File: src/shared/ldd_pkg.sv
/*
  Constants for the display scan driver: register indices, field
  positions, reset values, scan timing and state encodings.
  Assumes an AHB-Lite bus where each register index takes one word.
*/
package ldd_pkg;
  // register indices; byte address is four times the index
  localparam logic [15:0] IDX_PIN_OUTPUT_CONTROL    = 16'h008F;
  localparam logic [15:0] IDX_DISPLAY_DRIVE_CONTROL = 16'h0093;
  localparam logic [15:0] IDX_PORT1_DISPLAY_EN      = 16'h0094;
  localparam logic [15:0] IDX_PORT0_DISPLAY_EN      = 16'h009C;
  localparam logic [15:0] IDX_PORT2_DISPLAY_EN      = 16'h00A3;
  localparam logic [15:0] IDX_PORT3_DISPLAY_EN      = 16'h00B3;
  localparam logic [15:0] IDX_DRIVE_LEVEL_CONTROL   = 16'h00B4;
  localparam logic [15:0] IDX_SCAN_STATUS           = 16'h00B5;
  localparam logic [15:0] IDX_DISPLAY_MEM_FIRST     = 16'h2000;
  localparam logic [15:0] IDX_DISPLAY_MEM_LAST      = 16'h201B;

  localparam logic [7:0] REG_RESET = 8'h00;

  // display_drive_control fields
  localparam int DDC_SCAN_ENABLE = 7;
  localparam int DDC_TYPE_SELECT = 6;
  localparam int DDC_DUTY_HI     = 5;
  localparam int DDC_DUTY_LO     = 4;
  localparam int DDC_TRIM_HI     = 3;
  localparam int DDC_TRIM_LO     = 0;

  // pin_output_control fields
  localparam int POC_DIV_HI   = 3;
  localparam int POC_DIV_LO   = 2;
  localparam int POC_PIN_SEL  = 1;
  localparam int POC_BIAS_SEL = 0;

  // drive_level_control fields
  localparam int DLC_LEVEL_HI  = 1;
  localparam int DLC_LEVEL_LO  = 0;
  localparam int DLC_CLOCK_SEL = 7;

  localparam logic [1:0] DUTY_1_8 = 2'h0;
  localparam logic [1:0] DUTY_1_6 = 2'h1;
  localparam logic [1:0] DUTY_1_5 = 2'h2;
  localparam logic [1:0] DUTY_1_4 = 2'h3;

  localparam logic [1:0] DIV_100K = 2'h0;

  // 32.768 kHz source over a 64 Hz frame
  localparam int          SRC_HZ      = 32768;
  localparam int          FRAME_HZ    = 64;
  localparam logic [9:0]  FRAME_TICKS = 10'(SRC_HZ / FRAME_HZ);
  localparam int          HEAD_DIV    = 16;

  localparam int SEG_COUNT = 28;
  localparam int COM_COUNT = 8;

  typedef enum logic [1:0] {
    LDD_IDLE = 2'b01,
    LDD_SCAN = 2'b10
  } ldd_state_e;
endpackage : ldd_pkg

File: src/ldd_scan_driver.sv
/*
  LCD/LED segment-common scan driver with its AHB-Lite register file
  and 28-byte display memory.
  Assumes single-word AHB-Lite transfers, slow source clocks that are
  synchronous levels to clk, and pads/analog that use the outputs.
*/
// Summary of operation
// [RQ1] one mode bit: 0 drives LCD, 1 drives LED, never both
// [RQ2] LCD and LED share pins and registers; mode bit interprets them
// [RQ3] scan enable bit turns common/segment scanning off or on
// [RQ4] duty 00: eight commons C0-C7, segments S4-S27
// [RQ5] duty 01: six commons C2-C7, segments S2-S27
// [RQ6] duty 10: five commons C3-C7, segments S1-S27
// [RQ7] duty 11: four commons, pin select bit picks the arrangement
// [RQ8] 1/4 duty, pin select 0: segments S0-S27, commons C4-C7
// [RQ9] 1/4 duty, pin select 1: segments S4-S27, commons C0-C3
// [RQ10] 4-bit trim sets drive level to supply times (17+trim)/32
// [RQ11] each port 0-3 pin has its own display output enable bit
// [RQ12] divider field picks 100k, 200k, 400k or 800k total resistance
// [RQ13] first 1/16 of each common period forces 100k, then selection
// [RQ14] bias bit selects 1/4 bias at 0 and 1/3 bias at 1
// [RQ15] scan clocked by internal 32 kHz or external crystal, 64 Hz frame
// [RQ16] LCD mode: common drive strength selectable among four levels
// [RQ17] LED mode: segment drive strength selectable among four levels
// [RQ18] display memory one byte per segment, bit n is common n
// [RQ19] each enabled common active in turn for an equal frame share
// [RQ20] scan off holds outputs inactive; restart from first common
`timescale 1ns/1ns
module ldd_scan_driver (
  input  wire logic        clk,
  input  wire logic        rst_n,
  input  wire logic        hsel,
  input  wire logic [31:0] haddr,
  input  wire logic [1:0]  htrans,
  input  wire logic        hwrite,
  input  wire logic [2:0]  hsize,
  input  wire logic [31:0] hwdata,
  input  wire logic        hready,
  output logic             hreadyout,
  output logic             hresp,
  output logic [31:0]      hrdata,
  input  wire logic        lf_osc_clk,
  input  wire logic        xtal_clk,
  output logic [27:0]      seg_out,
  output logic [27:0]      seg_pin_mask,
  output logic [7:0]       com_out,
  output logic [7:0]       com_pin_mask,
  output logic             display_type_led,
  output logic             scan_running,
  output logic             lcd_invert_phase,
  output logic [31:0]      port_display_enable,
  output logic [3:0]       lcd_drive_voltage_trim,
  output logic [1:0]       divider_active_select,
  output logic             bias_one_third,
  output logic [1:0]       com_drive_level,
  output logic [1:0]       seg_drive_level
);
  logic [7:0]  display_drive_control;
  logic [7:0]  pin_output_control;
  logic [7:0]  drive_level_control;
  logic [7:0]  port_en [4];
  logic [7:0]  disp_mem [ldd_pkg::SEG_COUNT];

  logic        dp_write;
  logic [15:0] dp_index;
  logic        ap_take;
  logic [15:0] ap_index;

  ldd_pkg::ldd_state_e state;
  ldd_pkg::ldd_state_e next_state;

  logic        scan_enable;
  logic [1:0]  duty;
  logic        pin_sel;
  logic [2:0]  first_com;
  logic [2:0]  last_com;
  logic [9:0]  com_ticks;
  logic [27:0] seg_mask_sel;
  logic [7:0]  com_mask_sel;
  logic [2:0]  com_idx;
  logic [9:0]  tick_cnt;
  logic        src_prev;
  logic        src_now;
  logic        src_tick;
  logic [27:0] next_seg;
  logic [7:0]  rd_byte;
  logic        dp_fwd_ok;

  assign ap_take  = hsel & hready & htrans[1];
  assign ap_index = haddr[17:2];

  assign scan_enable = display_drive_control[ldd_pkg::DDC_SCAN_ENABLE];
  assign duty        = display_drive_control[ldd_pkg::DDC_DUTY_HI:
                                             ldd_pkg::DDC_DUTY_LO];
  assign pin_sel     = pin_output_control[ldd_pkg::POC_PIN_SEL];

  // bus: zero wait states, always OKAY
  always_ff @(posedge clk) begin
    if (!rst_n) begin
      hreadyout <= 1'b0;
      hresp     <= 1'b0;
    end else begin
      hreadyout <= 1'b1;
      hresp     <= 1'b0;
    end
  end

  always_ff @(posedge clk) begin
    if (!rst_n) begin
      dp_write <= 1'b0;
      dp_index <= 16'h0000;
    end else begin
      dp_write <= ap_take & hwrite;
      dp_index <= ap_index;
    end
  end

  // register writes take effect in the data phase
  always_ff @(posedge clk) begin
    if (!rst_n) begin
      display_drive_control <= ldd_pkg::REG_RESET;
      pin_output_control    <= ldd_pkg::REG_RESET;
      drive_level_control   <= ldd_pkg::REG_RESET;
      for (int p = 0; p < 4; p++) begin
        port_en[p] <= ldd_pkg::REG_RESET;
      end
    end else if (dp_write) begin
      unique case (dp_index)
        ldd_pkg::IDX_DISPLAY_DRIVE_CONTROL:
          display_drive_control <= hwdata[7:0]; // RQ2
        ldd_pkg::IDX_PIN_OUTPUT_CONTROL:
          pin_output_control    <= hwdata[7:0];
        ldd_pkg::IDX_DRIVE_LEVEL_CONTROL:
          drive_level_control   <= hwdata[7:0];
        ldd_pkg::IDX_PORT0_DISPLAY_EN: port_en[0] <= hwdata[7:0]; // RQ11
        ldd_pkg::IDX_PORT1_DISPLAY_EN: port_en[1] <= hwdata[7:0]; // RQ11
        ldd_pkg::IDX_PORT2_DISPLAY_EN: port_en[2] <= hwdata[7:0]; // RQ11
        ldd_pkg::IDX_PORT3_DISPLAY_EN: port_en[3] <= hwdata[7:0]; // RQ11
        default: ;
      endcase
    end
  end

  // display memory, one byte per segment
  always_ff @(posedge clk) begin
    if (!rst_n) begin
      for (int s = 0; s < ldd_pkg::SEG_COUNT; s++) begin
        disp_mem[s] <= ldd_pkg::REG_RESET;
      end
    end else if (dp_write && dp_index >= ldd_pkg::IDX_DISPLAY_MEM_FIRST
                 && dp_index <= ldd_pkg::IDX_DISPLAY_MEM_LAST) begin
      disp_mem[5'(dp_index - ldd_pkg::IDX_DISPLAY_MEM_FIRST)]
        <= hwdata[7:0]; // RQ18
    end
  end

  // only indices that store a write may be forwarded; unmapped and
  // read-only indices must still read as their own value
  always_comb begin
    dp_fwd_ok = 1'b0;
    if (dp_index >= ldd_pkg::IDX_DISPLAY_MEM_FIRST
        && dp_index <= ldd_pkg::IDX_DISPLAY_MEM_LAST) begin
      dp_fwd_ok = 1'b1;
    end else begin
      unique case (dp_index)
        ldd_pkg::IDX_DISPLAY_DRIVE_CONTROL,
        ldd_pkg::IDX_PIN_OUTPUT_CONTROL,
        ldd_pkg::IDX_DRIVE_LEVEL_CONTROL,
        ldd_pkg::IDX_PORT0_DISPLAY_EN,
        ldd_pkg::IDX_PORT1_DISPLAY_EN,
        ldd_pkg::IDX_PORT2_DISPLAY_EN,
        ldd_pkg::IDX_PORT3_DISPLAY_EN: dp_fwd_ok = 1'b1;
        default:                       dp_fwd_ok = 1'b0;
      endcase
    end
  end

  // read data is captured at the address phase; a write still in its
  // data phase to the same index is forwarded
  always_comb begin
    rd_byte = 8'h00;
    if (dp_write && dp_fwd_ok && dp_index == ap_index) begin
      rd_byte = hwdata[7:0];
    end else if (ap_index >= ldd_pkg::IDX_DISPLAY_MEM_FIRST
                 && ap_index <= ldd_pkg::IDX_DISPLAY_MEM_LAST) begin
      rd_byte = disp_mem[5'(ap_index - ldd_pkg::IDX_DISPLAY_MEM_FIRST)];
    end else begin
      unique case (ap_index)
        ldd_pkg::IDX_DISPLAY_DRIVE_CONTROL: rd_byte = display_drive_control;
        ldd_pkg::IDX_PIN_OUTPUT_CONTROL:    rd_byte = pin_output_control;
        ldd_pkg::IDX_DRIVE_LEVEL_CONTROL:   rd_byte = drive_level_control;
        ldd_pkg::IDX_PORT0_DISPLAY_EN:      rd_byte = port_en[0];
        ldd_pkg::IDX_PORT1_DISPLAY_EN:      rd_byte = port_en[1];
        ldd_pkg::IDX_PORT2_DISPLAY_EN:      rd_byte = port_en[2];
        ldd_pkg::IDX_PORT3_DISPLAY_EN:      rd_byte = port_en[3];
        ldd_pkg::IDX_SCAN_STATUS:
          rd_byte = {3'h0, state == ldd_pkg::LDD_SCAN, 1'b0, com_idx};
        default:                            rd_byte = 8'h00;
      endcase
    end
  end

  always_ff @(posedge clk) begin
    if (!rst_n) begin
      hrdata <= 32'h0000_0000;
    end else if (ap_take && !hwrite) begin
      hrdata <= {24'h00_0000, rd_byte};
    end
  end

  // common range, segment range and common period per duty
  always_comb begin
    first_com    = 3'h0;
    last_com     = 3'h7;
    com_ticks    = 10'(ldd_pkg::FRAME_TICKS / 8);
    seg_mask_sel = 28'hFFF_FFF0;
    com_mask_sel = 8'hFF;
    unique case (duty)
      ldd_pkg::DUTY_1_8: begin
        first_com    = 3'h0; // RQ4
        com_ticks    = 10'(ldd_pkg::FRAME_TICKS / 8);
        seg_mask_sel = 28'hFFF_FFF0;
        com_mask_sel = 8'hFF;
      end
      ldd_pkg::DUTY_1_6: begin
        first_com    = 3'h2; // RQ5
        com_ticks    = 10'(ldd_pkg::FRAME_TICKS / 6);
        seg_mask_sel = 28'hFFF_FFFC;
        com_mask_sel = 8'hFC;
      end
      ldd_pkg::DUTY_1_5: begin
        first_com    = 3'h3; // RQ6
        com_ticks    = 10'(ldd_pkg::FRAME_TICKS / 5);
        seg_mask_sel = 28'hFFF_FFFE;
        com_mask_sel = 8'hF8;
      end
      ldd_pkg::DUTY_1_4: begin
        com_ticks = 10'(ldd_pkg::FRAME_TICKS / 4); // RQ7
        if (pin_sel) begin
          first_com    = 3'h0; // RQ9
          last_com     = 3'h3;
          seg_mask_sel = 28'hFFF_FFF0;
          com_mask_sel = 8'h0F;
        end else begin
          first_com    = 3'h4; // RQ8
          seg_mask_sel = 28'hFFF_FFFF;
          com_mask_sel = 8'hF0;
        end
      end
    endcase
  end

  // scan source: rising edges of the selected 32 kHz clock
  always_comb begin
    if (drive_level_control[ldd_pkg::DLC_CLOCK_SEL]) begin
      src_now = xtal_clk; // RQ15
    end else begin
      src_now = lf_osc_clk; // RQ15
    end
  end

  always_ff @(posedge clk) begin
    if (!rst_n) begin
      src_prev <= 1'b0;
    end else begin
      src_prev <= src_now;
    end
  end

  assign src_tick = src_now & ~src_prev;

  always_comb begin
    next_state = state;
    unique case (state)
      ldd_pkg::LDD_IDLE: if (scan_enable) next_state = ldd_pkg::LDD_SCAN;
      ldd_pkg::LDD_SCAN: if (!scan_enable) next_state = ldd_pkg::LDD_IDLE;
    endcase
  end

  always_ff @(posedge clk) begin
    if (!rst_n) begin
      state <= ldd_pkg::LDD_IDLE;
    end else begin
      state <= next_state; // RQ3
    end
  end

  // common sequencer: equal slot per common, wraps over the frame
  always_ff @(posedge clk) begin
    if (!rst_n) begin
      com_idx          <= 3'h0;
      tick_cnt         <= 10'h000;
      lcd_invert_phase <= 1'b0;
    end else if (state != ldd_pkg::LDD_SCAN) begin
      com_idx          <= first_com; // RQ20
      tick_cnt         <= 10'h000;
      lcd_invert_phase <= 1'b0;
    end else if (src_tick) begin
      if (tick_cnt >= com_ticks - 10'h001) begin
        tick_cnt <= 10'h000; // RQ19
        if (com_idx >= last_com || com_idx < first_com) begin
          com_idx          <= first_com;
          lcd_invert_phase <= ~lcd_invert_phase;
        end else begin
          com_idx <= com_idx + 3'h1;
        end
      end else begin
        tick_cnt <= tick_cnt + 10'h001;
      end
    end
  end

  // segment levels from memory bit of the active common
  for (genvar s = 0; s < ldd_pkg::SEG_COUNT; s++) begin : g_seg
    assign next_seg[s] = disp_mem[s][com_idx] & seg_mask_sel[s]; // RQ18
  end

  always_ff @(posedge clk) begin
    if (!rst_n) begin
      seg_out      <= 28'h000_0000;
      com_out      <= 8'h00;
      seg_pin_mask <= 28'h000_0000;
      com_pin_mask <= 8'h00;
      scan_running <= 1'b0;
    end else if (state == ldd_pkg::LDD_SCAN) begin
      seg_out      <= next_seg; // RQ19
      com_out      <= 8'(1) << com_idx; // RQ19
      seg_pin_mask <= seg_mask_sel;
      com_pin_mask <= com_mask_sel;
      scan_running <= 1'b1;
    end else begin
      seg_out      <= 28'h000_0000; // RQ20
      com_out      <= 8'h00; // RQ20
      seg_pin_mask <= 28'h000_0000;
      com_pin_mask <= 8'h00;
      scan_running <= 1'b0;
    end
  end

  // analog and pad controls
  always_ff @(posedge clk) begin
    if (!rst_n) begin
      display_type_led       <= 1'b0;
      port_display_enable    <= 32'h0000_0000;
      lcd_drive_voltage_trim <= 4'h0;
      divider_active_select  <= ldd_pkg::DIV_100K;
      bias_one_third         <= 1'b0;
      com_drive_level        <= 2'h0;
      seg_drive_level        <= 2'h0;
    end else begin
      display_type_led <=
        display_drive_control[ldd_pkg::DDC_TYPE_SELECT]; // RQ1
      port_display_enable <=
        {port_en[3], port_en[2], port_en[1], port_en[0]}; // RQ11
      lcd_drive_voltage_trim <=
        display_drive_control[ldd_pkg::DDC_TRIM_HI:
                              ldd_pkg::DDC_TRIM_LO]; // RQ10
      if (tick_cnt < com_ticks / 10'(ldd_pkg::HEAD_DIV)) begin
        divider_active_select <= ldd_pkg::DIV_100K; // RQ13
      end else begin
        divider_active_select <=
          pin_output_control[ldd_pkg::POC_DIV_HI:
                             ldd_pkg::POC_DIV_LO]; // RQ12
      end
      bias_one_third <= pin_output_control[ldd_pkg::POC_BIAS_SEL]; // RQ14
      if (display_drive_control[ldd_pkg::DDC_TYPE_SELECT]) begin
        com_drive_level <= 2'h0;
        seg_drive_level <= drive_level_control[ldd_pkg::DLC_LEVEL_HI:
                                               ldd_pkg::DLC_LEVEL_LO]; // RQ17
      end else begin
        com_drive_level <= drive_level_control[ldd_pkg::DLC_LEVEL_HI:
                                               ldd_pkg::DLC_LEVEL_LO]; // RQ16
        seg_drive_level <= 2'h0;
      end
    end
  end
endmodule : ldd_scan_driver

File: config.mk
export PLATFORM = sky130hd
export DESIGN_NAME = ldd_scan_driver
export DESIGN_NICKNAME = d
export VERILOG_FILES = /design/src/shared/ldd_pkg.sv /design/src/ldd_scan_driver.sv
export SDC_FILE = /design/constraint.sdc
export NUM_CORES = 1
export LEC_CHECK = 0
export ABC_CLOCK_PERIOD_IN_PS = 3300
export BUFFER_PORTS_ARGS = -buffer_cell sky130_fd_sc_hd__buf_2
export CAP_MARGIN = 20
export CORE_AREA = 5 5 173 259
export DETAILED_ROUTE_END_ITERATION = 8
export DIE_AREA = 0 0 178 264
export PLACE_DENSITY = 0.78
export SETUP_SLACK_MARGIN = 0.3
export SLEW_MARGIN = 5
export SYNTH_ARGS = -nofsm -noshare
export SYNTH_HDL_FRONTEND = slang
export SYNTH_SLANG_ARGS = --single-unit
File: constraint.sdc
create_clock -name clk -period 3.3 [get_ports clk]
set_clock_uncertainty 0.05 [all_clocks]
set_input_delay 0.495 -clock clk [delete_from_list [all_inputs] [get_ports clk]]
set_output_delay 0.495 -clock clk [all_outputs]
set_load 0.1 [all_outputs]
Yosys cells after proc, flatten, opt, wreduce, memory -nomap -nowiden
Memory sizes are Yosys's and may differ from the RTL's.
Cells that the tools add are included.
{"block": "word_totals", "register_bits": 184, "latchBits": 0, "mem_bits_rw": 256, "mem_bits_ro": 0, "inputBits": 76, "output_inout_bits": 152, "elab_cells": 237, "memories": 2}
{"memory": "disp_mem", "words": 28, "word_bits": 8, "rd": 29, "rd_ports_with_merged_regs": 0, "wr": 28, "line_no": "ldd_scan_driver.sv:62", "source": "logic [7:0] disp_mem [ldd_pkg::SEG_COUNT];"}
{"memory": "port_en", "words": 4, "word_bits": 8, "rd": 4, "rd_ports_with_merged_regs": 0, "wr": 4, "line_no": "ldd_scan_driver.sv:61", "source": "logic [7:0] port_en [4];"}
{"block": "op_classes", "add_sub_neg": 5, "mul": 0, "div": 0, "order_cmp": 9, "eq_ne": 24, "n_shift": 1, "mux": 108, "bitwise": 39, "reduce_logical": 25}
{"op": "== test 16 x 8 -> 1 bit, second input constant", "count": 15}
{"op": "one-hot mux 28 bit (4 select lines)", "count": 1}
{"op": "binary-select mux 1 bit (select 3 bit)", "count": 28}
{"op": "2-to-1 mux 8 bit", "count": 8}
{"op": "one-hot mux 8 bit (8 select lines)", "count": 1}
{"op": "2-to-1 mux 1 bit", "count": 54}
{"op": "one-hot mux 10 bit (4 select lines)", "count": 1}
{"op": "bitwise AND 1 bit", "count": 32}
{"op": ">= comparator 16 x 14 -> 1 bit, second input constant", "count": 2}
{"op": "<= comparator 16 x 14 -> 1 bit, second input constant", "count": 2}
{"op": "one-hot mux 8 bit (4 select lines)", "count": 1}
{"op": "2-to-1 mux 3 bit", "count": 7}
{"op": "== test 16 bit", "count": 1}
{"op": "AND reduction 2 bit", "count": 7}
{"op": "one-hot mux 3 bit (4 select lines)", "count": 1}
{"op": "adder 10 x 1 -> 10 bit, second input constant", "count": 1}
{"op": ">= comparator 10 bit", "count": 1}
{"op": "less-than comparator 10 x 6 -> 1 bit", "count": 1}
{"op": "2-to-1 mux 10 bit", "count": 1}
{"op": "subtractor 10 x 1 -> 10 bit, second input constant", "count": 1}
{"op": "subtractor 5 x 1 -> 5 bit, second input constant", "count": 2}
{"op": "OR reduction 8 bit", "count": 1}
{"op": "<< shifter 1 x 3 -> 8 bit, first input constant", "count": 1}
{"op": "logical AND 1 bit", "count": 7}
{"op": "other kinds (20)", "count": 34}

Logic depth before layout (Yosys ltp)
{"block": "depth", "ltp_word": 8, "depth_mapped": 12, "depth_no_buf": 11}

Worst setup path after synthesis
Ideal clock, no wire load.
{"block": "synth_timing", "kind": "flip-flop to flip-flop", "from": "register display_drive_control[5]", "to": "register com_idx[1]", "setup_ps": 151, "arrival_time_ps": 2382, "required_time_ps": 3099, "setup_slack_ps": 718, "path_stages_with_launch": 11, "n_path_buf": 1, "synth_period_minus_slack_ps": 2582, "path_cell_list": "dfxtp_1 -> clkbuf_1 -> inv_1 -> ha_1 -> ha_1 -> a21o_1 -> a21oi_1 -> o21ai_0 -> a21boi_0 -> o21ai_1 -> a22oi_1"}
{"block": "synth_via", "elab_chain_cells": 8, "elab_cells_between_ends": 18, "classes_between": "1 x add/sub; 3 x order compare; 3 x eq/ne; 7 x mux; 4 x reduce/logical"}
{"element": "start, declared", "line_no": "ldd_scan_driver.sv:58", "source": "logic [7:0] display_drive_control;"}
{"element": "start signal, assigned", "line_no": "ldd_scan_driver.sv:121", "source": "display_drive_control <= ldd_pkg::REG_RESET;"}
{"element": "start signal, assigned", "line_no": "ldd_scan_driver.sv:130", "source": "display_drive_control <= hwdata[7:0];"}
{"element": "branches (longest 8 deep; another with subtractor 10 x 1 -> 10 bit)"}
{"element": "end signal, assigned", "line_no": "ldd_scan_driver.sv:295", "source": "com_idx <= first_com;"}
{"element": "end signal, assigned", "line_no": "ldd_scan_driver.sv:302", "source": "com_idx <= first_com;"}
{"element": "end signal, assigned", "line_no": "ldd_scan_driver.sv:305", "source": "com_idx <= com_idx + 3'h1;"}
{"element": "end, declared", "line_no": "ldd_scan_driver.sv:80", "source": "logic [2:0] com_idx;"}
Several ways; the timed one is not identified. The select of a mux whose other input is x is not followed.
A chain may end at the register's enable or synchronous reset.

Worst setup path after layout
{"block": "layout_timing", "from": "register display_drive_control[4]", "to": "register com_idx[0]"}
Same word-level chain as after synthesis.

==> flow_summary.json <==
{
  "synthCells": 1628,
  "rows": 93,
  "grt_max_degree": 50,
  "hold_class": "in2reg",
  "switching_power_uw": 2910,
  "drt-pass1-iter-count": 6,
  "finalNetCount": 1883,
  "cts.path.max_buffers": 3,
  "synth_top_cell_by_area": "edfxtp_1",
  "grt_overflow_total": 0,
  "power_density_mw_per_mm2": 514,
  "final_common_cell": "edfxtp_1",
  "p_clk_share_pct": 41.3,
  "switching_share_pct": 23.7,
  "hold_buffers": 0,
  "ir_drop_uv": 291,
  "setup_viol": 0,
  "leakagePower_uw": 0.00924,
  "end_kind": "flop",
  "routedWlPerCell_um": 23.4,
  "die_h_um": 264,
  "drt-total-wl_mm": 55.8,
  "ys_async_sr_fraction_pct": 0,
  "multiInputGateArea_sq_mm": 0.00837,
  "power.internal_uw": 9330,
  "period_needed_ns": 2.81,
  "drv_slew": 0,
  "numCtsBuffers": 39,
  "cp_data_required_time_ns": 3.70,
  "grt_setup_unrepaired": "no",
  "seq_area_sq_mm": 0.0118,
  "io_buffers": 158,
  "path_max_fanout": 10,
  "combPwrFrac_pct": 8.4,
  "syn_area_sq_mm": 0.0209,
  "fillCellCount": 3329,
  "ys_warn_count": 0,
  "antenna_found_initial": 0,
  "cts_tree": "yes",
  "start_kind": "flop",
  "finalCritPeriodShare_pct": 85.1,
  "fmax_mhz": 356,
  "worst_pin_slew_ns": 1.04,
  "path_clk_slew_ns": 0.07,
  "die-area_sq_mm": 0.0470,
  "drive_above_1_share_pct": 23.5,
  "clock-sinks": 444,
  "hold_viol_final": 0,
  "hpwl_mm": 38.5,
  "drc": 0,
  "worstPathArrival_ns": 3.21,
  "syn_avg_cell_area_sq_um": 12.8,
  "max_slew_margin_pct": 30.7,
  "fin_util_pct": 56.1,
  "place_inst": 2309,
  "antennaDiodeCount": 0,
  "clk_latency_ns": 0.55,
  "layout_common_cells": "edfxtp_1, and2_1, buf_2",
  "grt_pass1_wl_mm": 84.9,
  "areaGrowthSynthToFinish_pct": 13.9,
  "track_usage_pct": 23.6,
  "synth_edf_count": 288,
  "synth_seq_cells": 444,
  "synth_area_leaders": "edfxtp_1, dfxtp_1, mux4_2",
  "seq_area_frac_synth_pct": 56.3,
  "dieWidth_um": 178,
  "root_buffer": "clkbuf_16",
  "tns_ns": 0,
  "cts_htree_levels": 2,
  "yosysTopAreaCellShare_pct": 41.3,
  "vias": 14000,
  "synth_ff_type": "edfxtp_1",
  "status": "completed",
  "grt_pass1_vias": 14400,
  "via_per_inst": 5.88,
  "synth.distinct_cells": 64,
  "io_pins": 228,
  "max-cap-violations": 0,
  "path_class": "reg2reg",
  "seq_power_share_pct": 50.3,
  "globalplace.congestion": 0.944,
  "dr.first_iter.drc_count": 1347,
  "drtAntennaViolNets": 0,
  "start_util_pct": 49.2,
  "final_cells": 2380,
  "core_area_sq_mm": 0.0425
}
==> layer usage <==
layer	vias to the layer above	GRT usage, %	wire [um]	part of all wire (%)
met5	-	0	0	0
met4	0	12.6	3640	6.5
met3	197	3.45	4090	7.3
met2	714	42.3	29000	52
met1	6865	26.7	19000	34
li1	6214	-	-	-
==> timing repair <==
| action | CTS | global route |
|---|---|---|
| setup buffers | 0 | 0 |
| endpoints found under the hold margin | 0 | 0 |
| gates resized for setup | 0 | 1 |
| endpoints found under the setup margin | 0 | 9 |
==> worst max-delay path, stage by stage (launching register included) <==
cell and delay [ns]:
dfxtp_1 0.56, inv_1 0.18, ha_1 0.40, ha_1 0.30, a21o_1 0.15, a21oi_1 0.13, o21ai_0 0.16, a31oi_1 0.45
a211oi_1 0.10, a211oi_1 0.23
==> synth_stat cells, drive strengths merged, types with 27 or more instances <==
cell type and number:
mux2i 86, clkbuf 89, mux4 105, edfxtp 288
dfxtp 156, nand2 39, nor2 112, o21ai 43
buf 90, ha 27, nor3 77, and2 243
==> sequential cells by signal (all words and copies together) (netlist names), 2 cells and up <==
name / cells
drive_level_control: 8
disp_mem: 256
hrdata: 8
com_out: 8
com_drive_level: 2
display_drive_control: 8
tick_cnt: 10
state: 2
pin_output_control: 8
com_pin_mask: 4
lcd_drive_voltage_trim: 4
dp_index: 16
seg_pin_mask: 4
seg_out: 28
seg_drive_level: 2
com_idx: 3
port_display_enable: 32
port_en: 32
divider_active_select: 2
==> power by group through the flow <==
stage	clock, uW	sequential, uW	combinational [uW]
3_3_place_gp	0	6260	990
5_1_grt	5330	6170	1070
2_1_floorplan	0	6380	608
3_5_place_dp	0	6280	1010
6_report	5060	6160	1030
4_1_cts	5100	6150	1010
==> stage by stage <==
step           power, uW  area, sq um  hold WS, ns  worst slack, ns
2_1_floorplan       6990        21100        0.397            0.718
3_3_place_gp        7250        22400        0.399            0.391
3_5_place_dp        7280        22400        0.399            0.360
4_1_cts            12300        23800        0.124            0.395
5_1_grt            12600        23800        0.146            0.352
6_report           12200        23800        0.148            0.493
==> logic make-up after synthesis <==
family	count (synthesis)	synth area share [%]
AND/OR/NAND/NOR	572	15.3
flip-flops	444	56.3
buffers and inverters	204	4.75
multiplexers	193	15.5
AO/OA/AOI/OAI	161	5.37
adder cells (fa/ha/maj)	27	1.62
XOR/XNOR	26	1.09
other	1	0.0179
==> area by class of cell <==
| type | instances | share of cell area, % |
|---|---|---|
| clock buffers | 53 | 5.11 |
| clock inverters | 18 | 0.956 |
| inverters | 25 | 0.394 |
| multi-input cells | 1037 | 35.1 |
| flip-flops and latches | 444 | 49.5 |
| well taps | 570 | 2.99 |
| repair buffers | 233 | 5.97 |
==> final timing paths <==
check             slack (ns)  depth (start not counted)                             startpoint                       to
setup / recovery        0.49                          9  display_drive_control[4]$_SDFFE_PN0P_  com_idx[0]$_SDFFE_PN0P_
hold / removal          0.15                          2                              haddr[13]  dp_index[11]$_SDFF_PN0_
setup reg to reg        0.49                          9  display_drive_control[4]$_SDFFE_PN0P_  com_idx[0]$_SDFFE_PN0P_
hold reg to reg         0.41                          2                 hrdata[0]$_SDFFE_PN0P_   hrdata[0]$_SDFFE_PN0P_
Power figures use the tool's default switching activity.
